==> config.mk <==
export PLATFORM = sky130hd
export DESIGN_NAME = mirq_ctrl
export DESIGN_NICKNAME = d
export VERILOG_FILES = /design/src/shared/mirq_pkg.sv /design/src/logic/mirq_ctrl.sv
export SDC_FILE = /design/constraint.sdc
export NUM_CORES = 1
export LEC_CHECK = 0
export ABC_AREA = 1
export BUFFER_PORTS_ARGS = -buffer_cell sky130_fd_sc_hd__buf_2
export CAP_MARGIN = 15
export CORE_MARGIN = 3
export CORE_UTILIZATION = 50
export CTS_CLUSTER_SIZE = 10
export DETAILED_ROUTE_END_ITERATION = 8
export PLACE_DENSITY = 0.73
export REMOVE_ABC_BUFFERS = 1
export SLEW_MARGIN = 10
export SYNTH_ARGS = -nofsm -noshare
export SYNTH_HDL_FRONTEND = slang
export SYNTH_SLANG_ARGS = --single-unit
==> constraint.sdc <==
create_clock -name sys_clk -period 1.6 [get_ports sys_clk]
set_clock_uncertainty 0.2 [all_clocks]
set_input_delay 0.08 -clock sys_clk [delete_from_list [all_inputs] [get_ports sys_clk]]
set_output_delay 0.08 -clock sys_clk [all_outputs]
set_load 0.03 [all_outputs]
==> src/shared/mirq_pkg.sv <==
// mirq_pkg: constants and carrier types of the interrupt and reset-state block
// assumes one 20 MHz clock with four clock phases per instruction cycle
`default_nettype none
package mirq_pkg;
    // -------------------------------------------------------------
    // register addresses
    // -------------------------------------------------------------
    localparam logic [7:0] ADDR_STATUS = 8'h03; // core status
    localparam logic [7:0] ADDR_INTCTL = 8'h0B; // interrupt_control
    localparam logic [7:0] ADDR_PIFLG  = 8'h0C; // peripheral_int_flags
    localparam logic [7:0] ADDR_OPTION = 8'h81; // option, edge select
    localparam logic [7:0] ADDR_PIEN   = 8'h8C; // peripheral_int_enables
    localparam logic [7:0] ADDR_PWR    = 8'h8E; // power_status
    localparam logic [7:0] ADDR_ANALOG_PIN_SELECT  = 8'h91; // analog_pin_select
    localparam logic [7:0] ADDR_CHGSEL = 8'h96; // change_pin_select
    // -------------------------------------------------------------
    // field positions
    // -------------------------------------------------------------
    localparam int GIE_BIT  = 7; // global_int_enable
    localparam int PERIPHERAL_GROUP_ENABLE_BIT = 6; // peripheral_group_enable
    localparam int EDGE_BIT = 6; // ext_edge_select in option
    localparam int TO_BIT   = 4; // timeout flag, active low
    localparam int PD_BIT   = 3; // power-down flag, active low
    localparam int BOR_BIT  = 0; // brown-out flag, active low
    localparam int EXT_PIN  = 2; // external_int_pin in port
    localparam int NUM_SRC  = 11;
    // -------------------------------------------------------------
    // reset values and vectors
    // -------------------------------------------------------------
    localparam logic [7:0]  RST_INTCTL = 8'h00;
    localparam logic [7:0]  RST_PIFLG  = 8'h00;
    localparam logic [7:0]  RST_PIEN   = 8'h00;
    localparam logic [7:0]  RST_OPTION = 8'hFF;
    localparam logic [7:0]  RST_ANALOG_PIN_SELECT  = 8'hFF;
    localparam logic [5:0]  RST_CHGSEL = 6'h00;
    localparam logic [7:0]  RST_STATUS = 8'h18;
    localparam logic [1:0]  RST_PWR    = 2'h1;
    localparam logic [12:0] VEC_RESET  = 13'h0000;
    localparam logic [12:0] VEC_INT    = 13'h0004;
    localparam logic [7:0]  T0_MAX     = 8'hFF;
    // -------------------------------------------------------------
    // timing: clock phases and take delay in instruction cycles
    // -------------------------------------------------------------
    localparam logic [1:0] Q1_PHASE = 2'h0;
    localparam logic [1:0] Q4_PHASE = 2'h3;
    localparam logic [1:0] TAKE_DLY = 2'h2;
    // -------------------------------------------------------------
    // carrier types
    // -------------------------------------------------------------
    typedef struct packed {
        logic       wr;    // write strobe
        logic       rd;    // read strobe
        logic [7:0] addr;  // register address
        logic [7:0] wdata; // write data
    } mirq_bus_t;
    typedef struct packed {
        logic master_clear;     // master_clear reset
        logic wdt_rst;  // watchdog reset while awake
        logic wdt_wake; // watchdog wake-up from sleep
        logic bor;      // brown-out reset
    } mirq_rst_t;
    typedef struct packed {
        logic        valid; // load the program counter
        logic        push;  // push return address first
        logic        inc;   // advance to the next instruction
        logic [12:0] addr;  // target when inc is low
    } mirq_pc_t;
endpackage : mirq_pkg
`default_nettype wire

==> src/logic/mirq_ctrl.sv <==
// mirq_ctrl: interrupt control, sleep wake-up and reset-state logic
// assumes all inputs synchronous to sys_clk and event inputs one cycle long
//
// Functional notes
// - eleven interrupt sources are accepted
// - global enable gates every unmasked interrupt
// - each source has its own enable
// - every reset clears global enable
// - taking: clear enable, push, vector 0004h
// - return from service sets global enable
// - flags set regardless of any enable
// - cleared global enable drops due requests; pending
// - latency three cycles, four for late events
// - pin edge chosen by edge select bit
// - pin edge sets flag; enable gates it
// - pin flag set Q4-Q1, sampled each Q1
// - pin wakes sleep only if enabled before
// - analog pins read zero, never interrupt
// - timer rollover FFh to 00h sets flag
// - selected port pin change sets change flag
// - change during port access may be lost
// - peripheral flags and enables share positions
// - hardware saves only the return address
// - interrupt wake: next instruction, status uuu1 0uuu
// - enabled wake runs next instruction, then vectors
// - master clear awake: 000h, status 000u uuuu
// - master clear asleep: 000h, status 0001 0uuu
// - brown-out alone clears power status bit 0
`timescale 1ns/1ps
`default_nettype none
module mirq_ctrl (
    input  wire logic              sys_clk,
    input  wire logic              srst,
    input  wire mirq_pkg::mirq_bus_t bus_req,
    output logic [7:0]             rd_data,
    input  wire mirq_pkg::mirq_rst_t rst_kind,
    input  wire logic              ret_from_isr,
    input  wire logic              sleep_enter,
    input  wire logic              port_access,
    input  wire logic [5:0]        monitored_port,
    input  wire logic [7:0]        timer0_count,
    input  wire logic [7:0]        periph_events,
    output logic                   irq_pending,
    output logic                   irq_take,
    output mirq_pkg::mirq_pc_t     pc_cmd,
    output logic [1:0]             q_phase,
    output logic                   asleep,
    output logic [5:0]             port_digital
);
    import mirq_pkg::*;

    // -------------------------------------------------------------
    // state
    // -------------------------------------------------------------
    logic [1:0]  q_cnt_q;      // clock phase counter
    logic [7:0]  intctl_q;     // interrupt_control
    logic [7:0]  piflg_q;      // peripheral_int_flags
    logic [7:0]  pien_q;       // peripheral_int_enables
    logic [7:0]  option_q;     // option, edge select inside
    logic [7:0]  analog_pin_select_q;      // analog_pin_select
    logic [5:0]  chgsel_q;     // change_pin_select
    logic [7:0]  status_q;     // core status image
    logic [1:0]  pwr_q;        // power_status
    logic [1:0]  take_cnt_q;   // instruction cycles since sample
    logic        asleep_q;     // core is in sleep
    logic        ext_pin_int_enable_slp_q;   // pin enable captured at sleep
    logic        ext_prev_q;   // pin level last cycle
    logic        ext_pend_q;   // edge waiting for Q4/Q1
    logic [5:0]  port_ref_q;   // last seen digital port
    logic [7:0]  t0_prev_q;    // timer value last cycle
    logic [7:0]  rd_data_q;    // read data register
    logic        take_q;       // registered take pulse
    mirq_pc_t    pc_cmd_q;     // registered pc command
    logic [5:0]  port_dig_q;   // registered digital port

    // -------------------------------------------------------------
    // decode helpers
    // -------------------------------------------------------------
    // write strobe aimed at one address
    function automatic logic wr_hit(input mirq_bus_t b,
                                    input logic [7:0] a);
        return b.wr && (b.addr == a);
    endfunction : wr_hit

    // -------------------------------------------------------------
    // clock phases
    // -------------------------------------------------------------
    wire q1_en = (q_cnt_q == Q1_PHASE); // first phase strobe
    wire q4_en = (q_cnt_q == Q4_PHASE); // last phase strobe

    // phase divider, one instruction cycle every four clocks
    always_ff @(posedge sys_clk) begin
        if (srst) begin
            q_cnt_q <= Q1_PHASE;
        end else begin
            q_cnt_q <= q_cnt_q + 2'h1;
        end
    end

    // -------------------------------------------------------------
    // bus decode and reset kinds
    // -------------------------------------------------------------
    wire wr_intctl = wr_hit(bus_req, ADDR_INTCTL);
    wire wr_piflg  = wr_hit(bus_req, ADDR_PIFLG);
    wire wr_pien   = wr_hit(bus_req, ADDR_PIEN);
    wire wr_option = wr_hit(bus_req, ADDR_OPTION);
    wire wr_analog_pin_select  = wr_hit(bus_req, ADDR_ANALOG_PIN_SELECT);
    wire wr_chgsel = wr_hit(bus_req, ADDR_CHGSEL);
    wire wr_status = wr_hit(bus_req, ADDR_STATUS);
    wire wr_pwr    = wr_hit(bus_req, ADDR_PWR);
    // any reset that restarts the core at 000h
    wire dev_rst   = rst_kind.master_clear | rst_kind.wdt_rst | rst_kind.bor;

    // -------------------------------------------------------------
    // pin conditioning
    // -------------------------------------------------------------
    // analog pins read as zero so they never make an edge
    wire [5:0] port_dig_w = monitored_port & ~analog_pin_select_q[5:0];

    // external pin edge detection
    wire ext_lvl   = port_dig_w[EXT_PIN];
    wire ext_rise  = ext_lvl & ~ext_prev_q;
    wire ext_fall  = ~ext_lvl & ext_prev_q;
    wire ext_edge  = option_q[EDGE_BIT] ? ext_rise : ext_fall;
    // flag may only be set in the Q4-Q1 window
    wire ext_win   = q4_en | q1_en;
    wire ext_set   = (ext_pend_q | ext_edge) & ext_win;

    // port change detection, one comparator per pin
    logic [5:0] chg_w; // selected pins that changed
    genvar gi;
    generate
        for (gi = 0; gi < 6; gi++) begin : g_chg
            assign chg_w[gi] = chgsel_q[gi]
                             & (port_dig_w[gi] ^ port_ref_q[gi]);
        end
    endgenerate
    // a change that meets a port access is dropped
    wire chg_set = (|chg_w) & ~port_access;

    // timer rollover, FFh followed by 00h
    wire t0_ovf = (t0_prev_q == T0_MAX) && (timer0_count == 8'h00);

    // -------------------------------------------------------------
    // request and wake logic
    // -------------------------------------------------------------
    // core enables bits 5:3 line up with core flags bits 2:0
    wire [2:0] core_pair = intctl_q[5:3] & intctl_q[2:0];
    wire [7:0] per_pair  = piflg_q & pien_q;
    wire core_any = |core_pair;
    wire per_any  = intctl_q[PERIPHERAL_GROUP_ENABLE_BIT] & (|per_pair);
    wire global_int_enable      = intctl_q[GIE_BIT];
    // eleven sources: three core, eight peripheral
    wire src_any  = core_any | per_any;
    wire irq_req  = global_int_enable & src_any;

    // pin wakes only with its enable captured at sleep entry
    wire [2:0] wake_msk = {1'b1, ext_pin_int_enable_slp_q, 1'b1};
    wire wake_src = (|(core_pair & wake_msk)) | (|per_pair);
    // wake does not look at global enable
    wire int_wake = asleep_q & wake_src;
    wire wdt_wake = asleep_q & rst_kind.wdt_wake;

    // take fires on Q1 two cycles after the sampling Q1
    wire take_w = q1_en & (take_cnt_q == TAKE_DLY)
                & irq_req & ~asleep_q & ~dev_rst;

    // -------------------------------------------------------------
    // next values of software-visible registers
    // -------------------------------------------------------------
    wire [2:0] core_set = {t0_ovf, ext_set, chg_set};
    wire [7:0] ictl_base = wr_intctl ? bus_req.wdata : intctl_q;
    // take clears, return sets, else software value
    wire gie_d = take_w       ? 1'b0 :
                 ret_from_isr ? 1'b1 :
                 ictl_base[GIE_BIT];
    // set wins over a software clear in the same cycle
    wire [7:0] intctl_d = {gie_d, ictl_base[6:3],
                           ictl_base[2:0] | core_set};
    wire [7:0] piflg_d  = (wr_piflg ? bus_req.wdata : piflg_q)
                        | periph_events;

    // status: software owns all bits but the two low-active flags
    wire [7:0] st_sw = wr_status
                     ? {bus_req.wdata[7:5], status_q[4:3],
                        bus_req.wdata[2:0]}
                     : status_q;
    // status pattern per event kind
    wire [7:0] st_master_clear = asleep_q
                       ? {4'h1, 1'b0, status_q[2:0]}
                       : {3'h0, status_q[4:0]};
    wire [7:0] st_wdtr = {4'h0, status_q[3:0]};
    wire [7:0] st_bor  = {3'h0, 2'h3, status_q[2:0]};
    wire [7:0] st_iwk  = {status_q[7:5], 2'h2, status_q[2:0]};
    wire [7:0] st_wwk  = {status_q[7:5], 2'h0, status_q[2:0]};
    wire [7:0] st_slp  = {status_q[7:5], 2'h2, status_q[2:0]};
    wire [7:0] status_d = rst_kind.bor     ? st_bor  :
                          rst_kind.master_clear    ? st_master_clear :
                          rst_kind.wdt_rst ? st_wdtr :
                          wdt_wake         ? st_wwk  :
                          int_wake         ? st_iwk  :
                          sleep_enter      ? st_slp  :
                          st_sw;
    // brown-out clears bit 0, the rest keep it
    wire [1:0] pwr_sw = wr_pwr ? bus_req.wdata[1:0] : pwr_q;
    wire [1:0] pwr_d  = rst_kind.bor
                      ? {pwr_sw[1], 1'b0}
                      : pwr_sw;

    // -------------------------------------------------------------
    // program counter command
    // -------------------------------------------------------------
    // only the return address is saved by hardware
    wire mirq_pc_t pc_take = '{valid: 1'b1, push: 1'b1,
                               inc: 1'b0, addr: VEC_INT};
    wire mirq_pc_t pc_rst  = '{valid: 1'b1, push: 1'b0,
                               inc: 1'b0, addr: VEC_RESET};
    wire mirq_pc_t pc_wake = '{valid: 1'b1, push: 1'b0,
                               inc: 1'b1, addr: VEC_RESET};
    wire mirq_pc_t pc_none = '{valid: 1'b0, push: 1'b0,
                               inc: 1'b0, addr: VEC_RESET};
    wire mirq_pc_t pc_d = dev_rst               ? pc_rst  :
                          (int_wake | wdt_wake) ? pc_wake :
                          take_w                ? pc_take :
                          pc_none;

    // -------------------------------------------------------------
    // read mux, unmapped addresses read zero
    // -------------------------------------------------------------
    wire [7:0] rd_val =
        (bus_req.addr == ADDR_INTCTL) ? intctl_q :
        (bus_req.addr == ADDR_PIFLG)  ? piflg_q  :
        (bus_req.addr == ADDR_PIEN)   ? pien_q   :
        (bus_req.addr == ADDR_OPTION) ? option_q :
        (bus_req.addr == ADDR_ANALOG_PIN_SELECT)  ? analog_pin_select_q  :
        (bus_req.addr == ADDR_CHGSEL) ? {2'h0, chgsel_q} :
        (bus_req.addr == ADDR_STATUS) ? status_q :
        (bus_req.addr == ADDR_PWR)    ? {6'h00, pwr_q} :
        8'h00;

    // -------------------------------------------------------------
    // interrupt registers
    // -------------------------------------------------------------
    // flags, enables and global enable
    always_ff @(posedge sys_clk) begin
        if (srst || dev_rst) begin
            intctl_q <= RST_INTCTL;
            piflg_q  <= RST_PIFLG;
            pien_q   <= RST_PIEN;
        end else begin
            intctl_q <= intctl_d;
            piflg_q  <= piflg_d;
            pien_q   <= wr_pien ? bus_req.wdata : pien_q;
        end
    end

    // configuration registers
    always_ff @(posedge sys_clk) begin
        if (srst || dev_rst) begin
            option_q <= RST_OPTION;
            analog_pin_select_q  <= RST_ANALOG_PIN_SELECT;
            chgsel_q <= RST_CHGSEL;
        end else begin
            option_q <= wr_option ? bus_req.wdata : option_q;
            analog_pin_select_q  <= wr_analog_pin_select ? bus_req.wdata : analog_pin_select_q;
            chgsel_q <= wr_chgsel ? bus_req.wdata[5:0] : chgsel_q;
        end
    end

    // status and power status images
    always_ff @(posedge sys_clk) begin
        if (srst) begin
            status_q <= RST_STATUS;
            pwr_q    <= RST_PWR;
        end else begin
            status_q <= status_d;
            pwr_q    <= pwr_d;
        end
    end

    // -------------------------------------------------------------
    // event edge history
    // -------------------------------------------------------------
    // pin, port and timer history; pending pin edge
    always_ff @(posedge sys_clk) begin
        if (srst) begin
            ext_prev_q <= 1'b0;
            ext_pend_q <= 1'b0;
            port_ref_q <= 6'h00;
            t0_prev_q  <= 8'h00;
        end else begin
            ext_prev_q <= ext_lvl;
            // hold an edge until the Q4-Q1 window
            ext_pend_q <= (ext_pend_q | ext_edge) & ~ext_win;
            port_ref_q <= port_dig_w;
            t0_prev_q  <= timer0_count;
        end
    end

    // -------------------------------------------------------------
    // recognition and sleep
    // -------------------------------------------------------------
    // take counter: start on a sampling Q1, abort if request drops
    always_ff @(posedge sys_clk) begin
        if (srst || dev_rst || !irq_req) begin
            take_cnt_q <= 2'h0;
        end else if (q1_en) begin
            if (take_cnt_q == 2'h0) begin
                // sample on Q1 only while awake
                take_cnt_q <= asleep_q ? 2'h0 : 2'h1;
            end else if (take_cnt_q == TAKE_DLY) begin
                take_cnt_q <= 2'h0; // taken now
            end else begin
                take_cnt_q <= take_cnt_q + 2'h1;
            end
        end
    end

    // sleep state, wake by enabled source or watchdog
    always_ff @(posedge sys_clk) begin
        if (srst || dev_rst) begin
            asleep_q   <= 1'b0;
            ext_pin_int_enable_slp_q <= 1'b0;
        end else if (int_wake || wdt_wake) begin
            // global enable set: take follows next instruction
            asleep_q   <= 1'b0;
            ext_pin_int_enable_slp_q <= ext_pin_int_enable_slp_q;
        end else if (sleep_enter) begin
            asleep_q   <= 1'b1;
            ext_pin_int_enable_slp_q <= intctl_q[4];
        end
    end

    // -------------------------------------------------------------
    // outputs, registered except irq_pending
    // -------------------------------------------------------------
    // read data, take pulse, pc command and port image
    always_ff @(posedge sys_clk) begin
        if (srst) begin
            rd_data_q  <= 8'h00;
            take_q     <= 1'b0;
            pc_cmd_q   <= pc_rst;
            port_dig_q <= 6'h00;
        end else begin
            rd_data_q  <= bus_req.rd ? rd_val : 8'h00;
            take_q     <= take_w;
            pc_cmd_q   <= pc_d;
            port_dig_q <= port_dig_w;
        end
    end

    assign rd_data      = rd_data_q;
    assign irq_take     = take_q;
    assign pc_cmd       = pc_cmd_q;
    assign irq_pending  = irq_req;
    assign q_phase      = q_cnt_q;
    assign asleep       = asleep_q;
    assign port_digital = port_dig_q;
endmodule : mirq_ctrl
`default_nettype wire

==> implementation parameters, run 1 <==
Parameter                              Value

Finish
  Antenna diodes    0
  Area overhead of the layout relative to synthesis    37.22%
  Layout net count    ~830
  Share of layout cells above drive strength 1    roughly 25%

Detailed routing
  Number of antenna-violating nets in the routed design    0
  Total iterations of the first detailed-routing run    5
  Number of design rule violations left after detail routing    0
  Violation count after the first detailed-route iteration    approximately 330
  Detail-routed via count per cell    around 5.2
  Routed Wire Length    roughly 13000 µm
  Routed length per placed instance    between 10 and 15 µm
  Vias after detailed routing    4600

STA
  Number of max-slew violations in the final report    0
  Fmax    roughly 550 MHz
  Least setup slack across all paths after layout    -0.2245 ns
  Fin Hold WS    -0.004163 ns
  Final setup violating endpoints    11
  Hold violation count in the final report    1
  Unrepaired setup endpoints after global routing    true
  Fin crit share    114.0%
  Fin crit period    1.825 ns
  Setup TNS    -0.8268 ns

Synth
  Share of flip-flops with an asynchronous set or reset after synthesis    0%
  Count of unique library cells instantiated by Yosys    34
  Compound-Gate Fraction of Synth Area    13.09%
  Fraction of the yosys area taken by sequential cells    42.09%
  Synthesized flop and latch total    89
  Post-synthesis cell count    around 620
  Largest family of logic cells by synthesized area    simple AND/OR/NAND/NOR gates
  Share of Yosys cell area claimed by the top area cell type    42.09%
  Synthesis Warnings    0
  Cell area after technology mapping    0.004233 mm²
  Xor-xnor portion of the synthesized cell area    0%
  Cell type contributing the most total cell area after synthesis    sky130_fd_sc_hd__dfxtp_1
  Leading cell types by total area after synthesis    sky130_fd_sc_hd__dfxtp_1 42%, sky130_fd_sc_hd__nand2_1 11%, sky130_fd_sc_hd__inv_1 8.9%, sky130_fd_sc_hd__nor2_1 7.4%, sky130_fd_sc_hd__nand3_1 5.7%
  Number of synthesized flops with an enable pin    0
  Simple-gate share of the synthesized area    30.65%
  Multiplexer share of the synthesized area    0%
  Adder and majority cell fraction of the synthesized area    less than 1%
  Mean Syn Cell Area    6.871 µm²
  Commonest register cell after synthesis    sky130_fd_sc_hd__dfxtp_1

Hold path
  Worst hold path depth    5
  Class of the tightest hold or removal check    input pin to register

Power and ir drop
  Leakage dissipation    0.002930 µW
  Cell Pwr Density    754.2 mW/mm²
  Sw Pwr    1079 µW
  Fraction of power spent switching nets    24.62%
  Combinational fraction of design power    10.6%
  Sequential share of power    51.4%
  Power after layout    around 4400 µW
  Worst ir drop on vdd    0.6766 mV
  Clock power frac    a little under two fifths
  Internal Dissipation    3302 µW

CTS
  Total number of H-tree levels    3
  CTS tree    yes
  Clock sink count    89
  Buffer depth of the longest clock path    2
  Clock slew at the register clock pins of the worst setup and hold paths    0.08 ns
  Cts bufs inserted    9
  Cell at the root of the clock tree    sky130_fd_sc_hd__clkbuf_8
  Skew-Pair Late Insertion Delay    between 0.3 and 0.4 ns

Critical path
  Register-to-Register Path Depth    11
  Crit start category    register
  Type of element capturing the critical path    output pin
  Type of the worst setup path    register to output pin
  Top fanout value on the critical path    2
  Worst EP required    approximately 1.3 ns
  Setup slack, reg-to-reg    -0.12 ns
  Arrival time of the worst setup path    between 1.5 and 2 ns

Placement
  Final weighted congestion in routability-driven placement    0.9444
  PortBufs    71
  DP Wirelength    9278 µm
  Post-Place Setup Slack    -0.1108 ns

Floorplan
  Horizontal die dimension    about 100 µm
  Number of ports placed on the die boundary    84
  Area of the placeable core    0.007968 mm²
  Overall die area    0.009606 mm²
  Cell row count    32
  Vertical die dimension    98.01 µm
  Effective utilization at floorplan    53.13%

Global routing
  Global-route wire length before repair    20910 µm
  Number of global-route vias before repair    around 4400
  Total global routing track utilization    26.93%
  Aggregate global routing overflow    0
  Number of antenna violations at the first check in global routing    0
  Pin count of the biggest net entering global routing    29

Run status
  Failing checks    hold timing, setup timing
  Run status    complete, but fails checks

Run
  Max capacitance violation total    0
==> synth_stat cells, drive strengths merged (7+ instances only) <==
master    n
nand2   130
inv     103
nor2     91
dfxtp    89
nand3    49
a21oi    41
o21ai    34
buf      21
nand4    12
nor3      8
clkbuf    7
o211ai    7
==> critical path, cell delays in order (launching register included) <==
cell,delay (ns)
sky130_fd_sc_hd__dfxtp_2,0.34
sky130_fd_sc_hd__nand2_2,0.06
sky130_fd_sc_hd__nand2_2,0.07
sky130_fd_sc_hd__nor2_4,0.13
sky130_fd_sc_hd__buf_6,0.11
sky130_fd_sc_hd__nand2_4,0.04
sky130_fd_sc_hd__nand2_2,0.05
sky130_fd_sc_hd__nand4_1,0.10
sky130_fd_sc_hd__nand2_2,0.11
sky130_fd_sc_hd__inv_2,0.04
sky130_fd_sc_hd__buf_6,0.13
==> final timing paths <==
| check | from | to |
|---|---|---|
| worst max-delay path | piflg_q[1] | irq_pending |
| worst max register to register | piflg_q[1] | status_q[2] |
| worst min-delay path | rst_kind[3] | status_q[3] |
| worst min register to register | ext_pin_int_enable_slp_q | ext_pin_int_enable_slp_q |
==> cell type report <==
class | count | area, µm²
timing repair buffer | 167 | 1224
tap | 102 | 127.6
clock inverter | 5 | 78.83
clock buffer | 10 | 127.6
multi-input combinational | 407 | 2069
fill | 645 | 2160
sequential | 89 | 1794
inverter | 103 | 386.6
==> power groups by stage <==
stage	clock network (µW)	logic [µW]	registers, µW
final	1670	463	2250
after global routing	1760	500	2250
after CTS	1680	438	2250
after detailed placement	0	358	2300
after global placement	0	352	2300
after floorplan	0	157	2310
==> registers in the layout, indices dropped and copies added (netlist names), 2 cells and up <==
register,flops
t0_prev_q,8
chgsel_q,6
status_q,8
pien_q,8
q_phase,2
take_cnt_q,2
pwr_q,2
analog_pin_select_q,8
piflg_q,8
option_q,8
intctl_q,8
pc_cmd,3
port_digital,6
rd_data,8
==> kinds of logic (layout without fill, tap and decap cells) <==
| kind of cell | count (synthesis) | count (layout) |
|---|---|---|
| other | 1 | 12 |
| and+or+nand+nor | 294 | 294 |
| AOI/OAI and AO/OA | 98 | 98 |
| buffers and inverters | 131 | 285 |
| DFF | 89 | 89 |
| adders and majority gates | 3 | 3 |
==> routing by layer <==
metal / vias up / part of all wire [%] / GRT usage, %
met5: - / 0 / 0
met4: 0 / 3.0 / 11.71
met3: 30 / 8.5 / 4.929
met2: 220 / 47 / 43.87
met1: 2093 / 42 / 34.94
li1: 2257 / - / -
==> timing repair <==
item	in CTS	in global routing
setup endpoints to repair	8	55
hold endpoints to repair	73	2
pin swaps	6	14
gates resized for setup	18	42
gates cloned	0	1
setup buffers	2	2
hold buffers	41	2
==> placed cells by master (no fill, tap or decap), types with 3 or more instances in the layout <==
cell type,count
sky130_fd_sc_hd__nand2_1,118
sky130_fd_sc_hd__inv_1,97
sky130_fd_sc_hd__dfxtp_1,79
sky130_fd_sc_hd__nor2_1,75
sky130_fd_sc_hd__buf_2,70
sky130_fd_sc_hd__buf_4,48
sky130_fd_sc_hd__nand3_1,46
sky130_fd_sc_hd__dlygate4sd3_1,42
sky130_fd_sc_hd__a21oi_1,38
sky130_fd_sc_hd__o21ai_0,29
sky130_fd_sc_hd__conb_1,12
sky130_fd_sc_hd__nand4_1,11
sky130_fd_sc_hd__nor2_4,10
sky130_fd_sc_hd__dfxtp_2,10
sky130_fd_sc_hd__clkbuf_8,9
sky130_fd_sc_hd__nand2_2,8
sky130_fd_sc_hd__o211ai_1,7
sky130_fd_sc_hd__nor2_2,6
sky130_fd_sc_hd__inv_2,6
sky130_fd_sc_hd__o31ai_1,6
sky130_fd_sc_hd__nor3_1,6
sky130_fd_sc_hd__nand2_4,4
sky130_fd_sc_hd__o21ai_1,4
sky130_fd_sc_hd__buf_6,4
sky130_fd_sc_hd__a21oi_2,3
==> through the flow <==
step	cells	instance area, µm²	utilization (%)
2_1_floorplan	599	4103	-
3_3_place_gp	821	4979	62.48
3_5_place_dp	821	4979	62.48
4_1_cts	879	5660	71.04
5_1_grt	883	5808	72.90
6_report	883	5808	72.90
(Power assumes the default switching activity.)
==> run 2: changes to the inputs <==
BUFFER_PORTS_ARGS = not set   (was -buffer_cell sky130_fd_sc_hd__buf_2)
DONT_BUFFER_PORTS = 1   (was not set)
PLACE_DENSITY = not set   (was 0.73)
==> run 2 against run 1 <==
Net effect:
- clock-buffer cell count unchanged
- maximum frequency is 0.42% lower
- first-iteration DRC count rose by 8.5%
- clock power shrank 9%
- the flow still finishes with violations (hold timing, setup timing)
==> implementation parameters, run 2 (same netlist as run 1, synthesis figures left out) <==
Parameter                              Value

Finish
  Area overhead of the layout relative to synthesis    30.03% (was 37.22%)
  Most frequent standard cell in the layout excluding fill and tap cells    sky130_fd_sc_hd__nand2_1 (unchanged)
  Final std cells w/o fill    819 (was 883)
  Antenna diodes    0 (unchanged)
  Commonest non-fill, non-tap cells in the layout    118 x sky130_fd_sc_hd__nand2_1, 98 x sky130_fd_sc_hd__inv_1, 82 x sky130_fd_sc_hd__dfxtp_1, 74 x sky130_fd_sc_hd__nor2_1, 53 x sky130_fd_sc_hd__dlygate4sd3_1 (was 118 x sky130_fd_sc_hd__nand2_1, 97 x sky130_fd_sc_hd__inv_1, 79 x sky130_fd_sc_hd__dfxtp_1, 75 x sky130_fd_sc_hd__nor2_1, 70 x sky130_fd_sc_hd__buf_2)
  Layout net count    765 (was 829)
  Share of layout cells above drive strength 1    16.46% (was 25.22%)

STA
  Fmax    545.8 MHz (was 548.1 MHz)
  Fin Hold WS    -0.05256 ns (was -0.004163 ns)
  Fin crit period    1.832 ns (was 1.825 ns)
  Slew at the pin with the worst max-slew slack    around 0.72 ns
  Least setup slack across all paths after layout    -0.2323 ns (was -0.2245 ns)
  Hold violation count in the final report    9 (was 1)
  Slew headroom    52.20%
  Final setup violating endpoints    10 (was 11)
  Unrepaired setup endpoints after global routing    true (unchanged)
  Fin crit share    114.5% (was 114.0%)
  Number of max-slew violations in the final report    0 (unchanged)

Critical path
  Arrival time of the worst setup path    1.55 ns (was 1.54 ns)
  Worst r2r src    pien_q[1] (was piflg_q[1])
  Crit start category    register (unchanged)
  Cell chain of the critical path    nand2_2 -> nand2_2 -> nor2_4 -> buf_6 -> nand2_4 -> nand2_2 -> nand4_1 -> nand2_2 -> inv_2 -> buf_6 (unchanged)
  CP Depth    10 (unchanged)
  Endpoint of the lowest-slack register-to-register path    status_q[1] (was status_q[2])
  Most Frequent Cell on Critical Path    sky130_fd_sc_hd__nand2_2 (unchanged)
  Top fanout value on the critical path    2 (unchanged)
  Register-to-Register Path Depth    9 (was 11)
  Setup slack, reg-to-reg    -0.12 ns (about the same)
  Maximum single-stage delay on the critical path    0.34 ns (about the same)
  Type of element capturing the critical path    output pin (unchanged)
  Buf+Inv Stages, Crit Path    3 (unchanged)
  Worst EP required    1.32 ns (about the same)
  Cell family contributing the most delay on the critical path    simple AND/OR/NAND/NOR gates (unchanged)
  Master of the slowest instance on the critical path    sky130_fd_sc_hd__dfxtp_2 (unchanged)
  Worst Setup EP    irq_pending (unchanged)
  Critical path launch point    pien_q[1] (was piflg_q[1])
  Type of the worst setup path    register to output pin (unchanged)

CTS
  Cell at the root of the clock tree    sky130_fd_sc_hd__clkbuf_8 (unchanged)
  Cts bufs inserted    9 (unchanged)
  Total number of H-tree levels    3 (unchanged)
  CTS tree    yes (unchanged)
  Skew-Pair Late Insertion Delay    0.36 ns (about the same)
  Buffer depth of the longest clock path    2 (unchanged)
  Clock sink count    89 (unchanged)
  Clock slew at the register clock pins of the worst setup and hold paths    0.09 ns (was 0.08 ns)

Floorplan
  Effective utilization at floorplan    53.13% (unchanged)
  Number of ports placed on the die boundary    84 (unchanged)
  Cell row count    32 (unchanged)
  Overall die area    0.009606 mm² (unchanged)
  Vertical die dimension    98.01 µm (unchanged)
  Area of the placeable core    0.007968 mm² (unchanged)
  Horizontal die dimension    98.01 µm (unchanged)

Hold path
  Class of the tightest hold or removal check    input pin to register (unchanged)

Run status
  Failing checks    hold timing, setup timing (unchanged)
  Run status    complete, but fails checks (unchanged)

Power and ir drop
  Cell Pwr Density    756.0 mW/mm² (was 754.2 mW/mm²)
  Leakage dissipation    0.002678 µW (was 0.002930 µW)
  Worst ir drop on vdd    0.6078 mV (was 0.6766 mV)
  Power after layout    4161 µW (was 4380 µW)

Detailed routing
  Total iterations of the first detailed-routing run    5 (unchanged)
  Number of antenna-violating nets in the routed design    0 (unchanged)
  Number of design rule violations left after detail routing    0 (unchanged)
  Violation count after the first detailed-route iteration    357 (was 329)
  Vias after detailed routing    4289 (was 4600)
  Routed Wire Length    13010 µm (was 13100 µm)
  Detail-routed via count per cell    5.237 (was 5.210)
  Routed length per placed instance    15.88 µm (was 14.84 µm)

Global routing
  Aggregate global routing overflow    0 (unchanged)
  Met2 Resource Use GR    42.30% (was 43.87%)
  Met1 global-route usage    36.03% (was 34.94%)
  Number of global-route vias before repair    4059 (was 4418)
  Busiest layer in global routing    met2 (unchanged)
  Total global routing track utilization    26.35% (was 26.93%)
  Pin count of the biggest net entering global routing    30 (was 29)
  GRT met3 Usage    4.143% (was 4.929%)
  Global-route wire length before repair    20140 µm (was 20910 µm)
  Number of antenna violations at the first check in global routing    0 (unchanged)

Run
  Max capacitance violation total    0 (unchanged)

Placement
  DP Wirelength    8981 µm (was 9278 µm)
  Final weighted congestion in routability-driven placement    0.9287 (was 0.9444)
  PortBufs    0 (was 71)
  Total instance count after detailed placement    746 (was 821)
-- run 2: cell types whose count changed in the layout (fill, tap and decap cells not counted), moves of 3 or more --
cell                             before  now
sky130_fd_sc_hd__buf_2               70    0
sky130_fd_sc_hd__dfxtp_1             79   82
sky130_fd_sc_hd__dlygate4sd3_1       42   53
sky130_fd_sc_hd__dfxtp_2             10    7
sky130_fd_sc_hd__buf_4               48   44
sky130_fd_sc_hd__clkinvlp_4           0    3
sky130_fd_sc_hd__dlymetal6s4s_1       0    3
-- run 2: worst min path at each step --
stage	start	to	slack, ns	depth (start not counted)
finish	bus_req[8]	piflg_q[7]	-0.05	6
CTS	bus_req[8]	piflg_q[7]	-0.05	6
global placement	srst	q_phase[0]	-0.05	1
global route	bus_req[8]	piflg_q[2]	-0.01	6
detailed placement	srst	pc_cmd[2]	-0.04	1
floorplan	srst	q_phase[0]	-0.05	1
-- run 2: tightest hold or removal path, stage by stage --
cell,delay (ns)
sky130_fd_sc_hd__nor3_4,0.03
sky130_fd_sc_hd__nand2_4,0.08
sky130_fd_sc_hd__nor2_4,0.08
sky130_fd_sc_hd__nor2_1,0.09
sky130_fd_sc_hd__o31ai_1,0.07
sky130_fd_sc_hd__inv_1,0.04
-- run 2: power by group --
| part | leakage [µW] | internal, µW | switching, µW |
|---|---|---|---|
| registers | 0.000724 | 2240 | 16.2 |
| logic | 0.00187 | 152 | 238 |
| clock network | 0.0000844 | 711 | 804 |
-- run 2: metrics by stage --
stage | area (µm²) | setup TNS [ns] | worst slack (ns) | utilization [%]
floorplan | 4103 | -18.50 | -0.5979 | -
global placement | 4568 | -0.3519 | -0.05617 | 57.33
detailed placement | 4568 | -0.5700 | -0.1028 | 57.33
CTS | 5324 | -7.301 | -0.2536 | 66.82
global route | 5504 | -2.380 | -0.3027 | 69.08
finish | 5504 | -0.7176 | -0.2323 | 69.08
-- run 2: timing repair --
action	in CTS	in global routing
pin swaps	2	10
setup endpoints to repair	10	71
buffers inserted	1	1
hold buffers	55	4
endpoints found under the hold margin	87	10
resized for setup	8	54
-- run 2: cell type report --
cell class                      count  area, µm²
Fill cell                         710       2464
Multi-Input combinational cell    407       2082
Sequential cell                    89       1790
Timing Repair Buffer              103      932.1
Inverter                          103      386.6
Clock buffer                       10      127.6
Tap cell                          102      127.6
Clock inverter                      5      57.56
-- run 2: per-layer routing --
layer / part of all wire [%] / routed length [µm]
met5: 0 / 0
met4: 2.2 / 280
met2: 46 / 6038
met3: 7.0 / 915
met1: 44 / 5775
==> run 3: changes to the inputs <==
CELL_PAD_IN_SITES_DETAIL_PLACEMENT = 0   (was not set)
CELL_PAD_IN_SITES_GLOBAL_PLACEMENT = 2   (was not set)
CORE_UTILIZATION = 34   (was 50)
PLACE_DENSITY_LB_ADDON = 0.1   (was not set)
==> run 3 against run 2 <==
Net effect:
- the flow still finishes with violations (hold timing, setup timing)
- worst hold slack better by 0.015 ns
- clock-buffer cell count grew 3
- via count decreased by 1.7%
==> implementation parameters, run 3 (same netlist as run 1, synthesis figures left out) <==
Parameter                              Value

Run status
  Run status    complete, but fails checks (unchanged)
  Failing checks    hold timing, setup timing (unchanged)

Critical path
  Crit start category    register (unchanged)
  Type of the worst setup path    register to output pin (unchanged)
  Master of the slowest instance on the critical path    sky130_fd_sc_hd__dfxtp_2 (unchanged)
  Arrival time of the worst setup path    1.52 ns (was 1.55 ns)
  Top fanout value on the critical path    2 (unchanged)
  Maximum single-stage delay on the critical path    0.33 ns (was 0.34 ns)
  Cell chain of the critical path    nand2_2 -> nand2_2 -> nor2_4 -> buf_6 -> nand2_2 -> nand2_1 -> nand4_1 -> nand2_2 -> inv_2 -> buf_6 (was nand2_2 -> nand2_2 -> nor2_4 -> buf_6 -> nand2_4 -> nand2_2 -> nand4_1 -> nand2_2 -> inv_2 -> buf_6)
  Most Frequent Cell on Critical Path    sky130_fd_sc_hd__nand2_2 (unchanged)
  Cell family contributing the most delay on the critical path    simple AND/OR/NAND/NOR gates (unchanged)
  Worst EP required    1.32 ns (about the same)
  Type of element capturing the critical path    output pin (unchanged)
  Buf+Inv Stages, Crit Path    3 (unchanged)

Detailed routing
  Routed Wire Length    14540 µm (was 13010 µm)
  Number of antenna-violating nets in the routed design    0 (unchanged)
  Detail-routed via count per cell    4.702 (was 5.237)
  Total iterations of the first detailed-routing run    5 (unchanged)
  Number of design rule violations left after detail routing    0 (unchanged)
  Routed length per placed instance    16.21 µm (was 15.88 µm)
  Vias after detailed routing    4218 (was 4289)
  Violation count after the first detailed-route iteration    229 (was 357)

Hold path
  Class of the tightest hold or removal check    input pin to register (unchanged)

Finish
  Layout net count    776 (was 765)
  Most frequent standard cell in the layout excluding fill and tap cells    sky130_fd_sc_hd__nand2_1 (unchanged)
  Area overhead of the layout relative to synthesis    35.91% (was 30.03%)
  Antenna diodes    0 (unchanged)
  # fillers    1254 (was 710)
  Commonest non-fill, non-tap cells in the layout    119 x sky130_fd_sc_hd__nand2_1, 98 x sky130_fd_sc_hd__inv_1, 82 x sky130_fd_sc_hd__dfxtp_1, 74 x sky130_fd_sc_hd__nor2_1, 55 x sky130_fd_sc_hd__buf_4 (was 118 x sky130_fd_sc_hd__nand2_1, 98 x sky130_fd_sc_hd__inv_1, 82 x sky130_fd_sc_hd__dfxtp_1, 74 x sky130_fd_sc_hd__nor2_1, 53 x sky130_fd_sc_hd__dlygate4sd3_1)
  Post-route design area    0.005753 mm² (was 0.005504 mm²)
  Share of layout cells above drive strength 1    17.70% (was 16.46%)

Global routing
  Aggregate global routing overflow    0 (unchanged)
  Number of antenna violations at the first check in global routing    0 (unchanged)
  Number of global-route vias before repair    4036 (was 4059)
  Pin count of the biggest net entering global routing    23 (was 30)
  Total global routing track utilization    20.84% (was 26.35%)
  Global-route wire length before repair    22180 µm (was 20140 µm)

STA
  Final setup violating endpoints    16 (was 10)
  Slew at the pin with the worst max-slew slack    0.7478 ns (was 0.7170 ns)
  Fin crit period    1.802 ns (was 1.832 ns)
  Unrepaired setup endpoints after global routing    true (unchanged)
  Fmax    554.9 MHz (was 545.8 MHz)
  Least setup slack across all paths after layout    -0.2022 ns (was -0.2323 ns)
  Number of max-slew violations in the final report    0 (unchanged)
  Hold violation count in the final report    7 (was 9)
  Slew headroom    50.06% (was 52.20%)
  Fin crit share    112.6% (was 114.5%)
  Fin Hold WS    -0.03751 ns (was -0.05256 ns)

Floorplan
  Effective utilization at floorplan    34.95% (was 53.13%)
  Cell row count    40 (was 32)
  Area of the placeable core    0.01211 mm² (was 0.007968 mm²)
  Number of ports placed on the die boundary    84 (unchanged)
  Horizontal die dimension    117.6 µm (was 98.01 µm)
  Vertical die dimension    117.6 µm (was 98.01 µm)
  Overall die area    0.01382 mm² (was 0.009606 mm²)

Placement
  Post-DP Area    0.004731 mm² (was 0.004568 mm²)
  PortBufs    0 (unchanged)
  Final weighted congestion in routability-driven placement    0.8241 (was 0.9287)
  DP Wirelength    10210 µm (was 8981 µm)

CTS
  Total number of H-tree levels    3 (unchanged)
  CTS tree    yes (unchanged)
  Clock sink count    89 (unchanged)
  Buffer depth of the longest clock path    2 (unchanged)
  Skew-Pair Late Insertion Delay    0.35 ns (was 0.36 ns)
  Cell at the root of the clock tree    sky130_fd_sc_hd__clkbuf_16 (was sky130_fd_sc_hd__clkbuf_8)
  Clock slew at the register clock pins of the worst setup and hold paths    0.07 ns (was 0.09 ns)
  Cts bufs inserted    9 (unchanged)

Run
  Max capacitance violation total    0 (unchanged)

Power and ir drop
  Worst ir drop on vdd    0.3680 mV (was 0.6078 mV)
  Leakage dissipation    0.002769 µW (was 0.002678 µW)
  Power after layout    4801 µW (was 4161 µW)
  Cell Pwr Density    834.6 mW/mm² (was 756.0 mW/mm²)
## run 3: cell count changes in the layout (fill, tap and decap cells not counted), sizes merged
cell / previous run / this run
clkinv: 1 / 2
dlymetal6s2s: 0 / 1
buf: 47 / 60
clkinvlp: 3 / 0
clkbuf: 10 / 13
dlymetal6s4s: 3 / 2
dlygate4sd3: 53 / 51
## run 3: final timing paths
kind                                 start                  endpoint  slack, ns  cells after the start
hold / removal                  bus_req[8]                rd_data[7]      -0.04                      5
setup reg to reg                piflg_q[1]               status_q[0]      -0.12                      9
setup / recovery                piflg_q[1]               irq_pending      -0.20                     10
hold reg to reg   ext_pin_int_enable_slp_q  ext_pin_int_enable_slp_q       0.27                      2
## run 3: power breakdown
group	total (µW)	internal, µW	switching (µW)	leakage, µW
sequential	2260	2240	15.9	0.000724
clock	2140	1250	887	0.000144
combinational	406	156	250	0.00190
total	4800	3650	1150	0.00277
## run 3: tightest hold or removal path: stages
cell                      delay (ns)
sky130_fd_sc_hd__nor3_2         0.04
sky130_fd_sc_hd__nand2_4        0.09
sky130_fd_sc_hd__o21ai_0        0.08
sky130_fd_sc_hd__nor2_1         0.12
sky130_fd_sc_hd__nor2_1         0.05
## run 3: repair_timing
action                                  CTS  global route
hold endpoints to repair                 87             4
hold buffers                             53             2
setup buffers                             1             4
cloned                                    0             1
resized for setup                        13            42
pin swaps                                 4             7
endpoints found under the setup margin   12            72
## run 3: stage by stage
step	setup WS, ns	utilization (%)	hold WS (ns)	setup TNS (ns)	instances
final	-0.2022	47.50	-0.03751	-0.8814	897
after global routing	-0.2789	47.50	0.006363	-3.934	897
after CTS	-0.2634	46.15	-0.04620	-9.791	891
after detailed placement	-0.1673	39.06	-0.04417	-1.751	821
after global placement	-0.1813	39.06	-0.04675	-1.693	821
after floorplan	-0.5979	-	-0.05331	-18.50	599
## run 3: routing by layer
metal	GRT usage [%]	vias to the layer above	part of all wire [%]
li1	-	2154	-
met1	28.48	1942	48
met2	33.49	111	46
met3	3.508	11	4.8
met4	7.033	0	1.4
met5	0	-	0
## run 3: area by class of cell
class | instances | area, µm² | area share, %
multi-input combinational | 407 | 2056 | 35.73
sequential | 89 | 1790 | 31.12
timing repair buffer | 114 | 1020 | 17.73
inverter | 103 | 386.6 | 6.720
clock buffer | 13 | 250.2 | 4.350
tap | 168 | 210.2 | 3.654
clock inverter | 3 | 40.04 | 0.6960
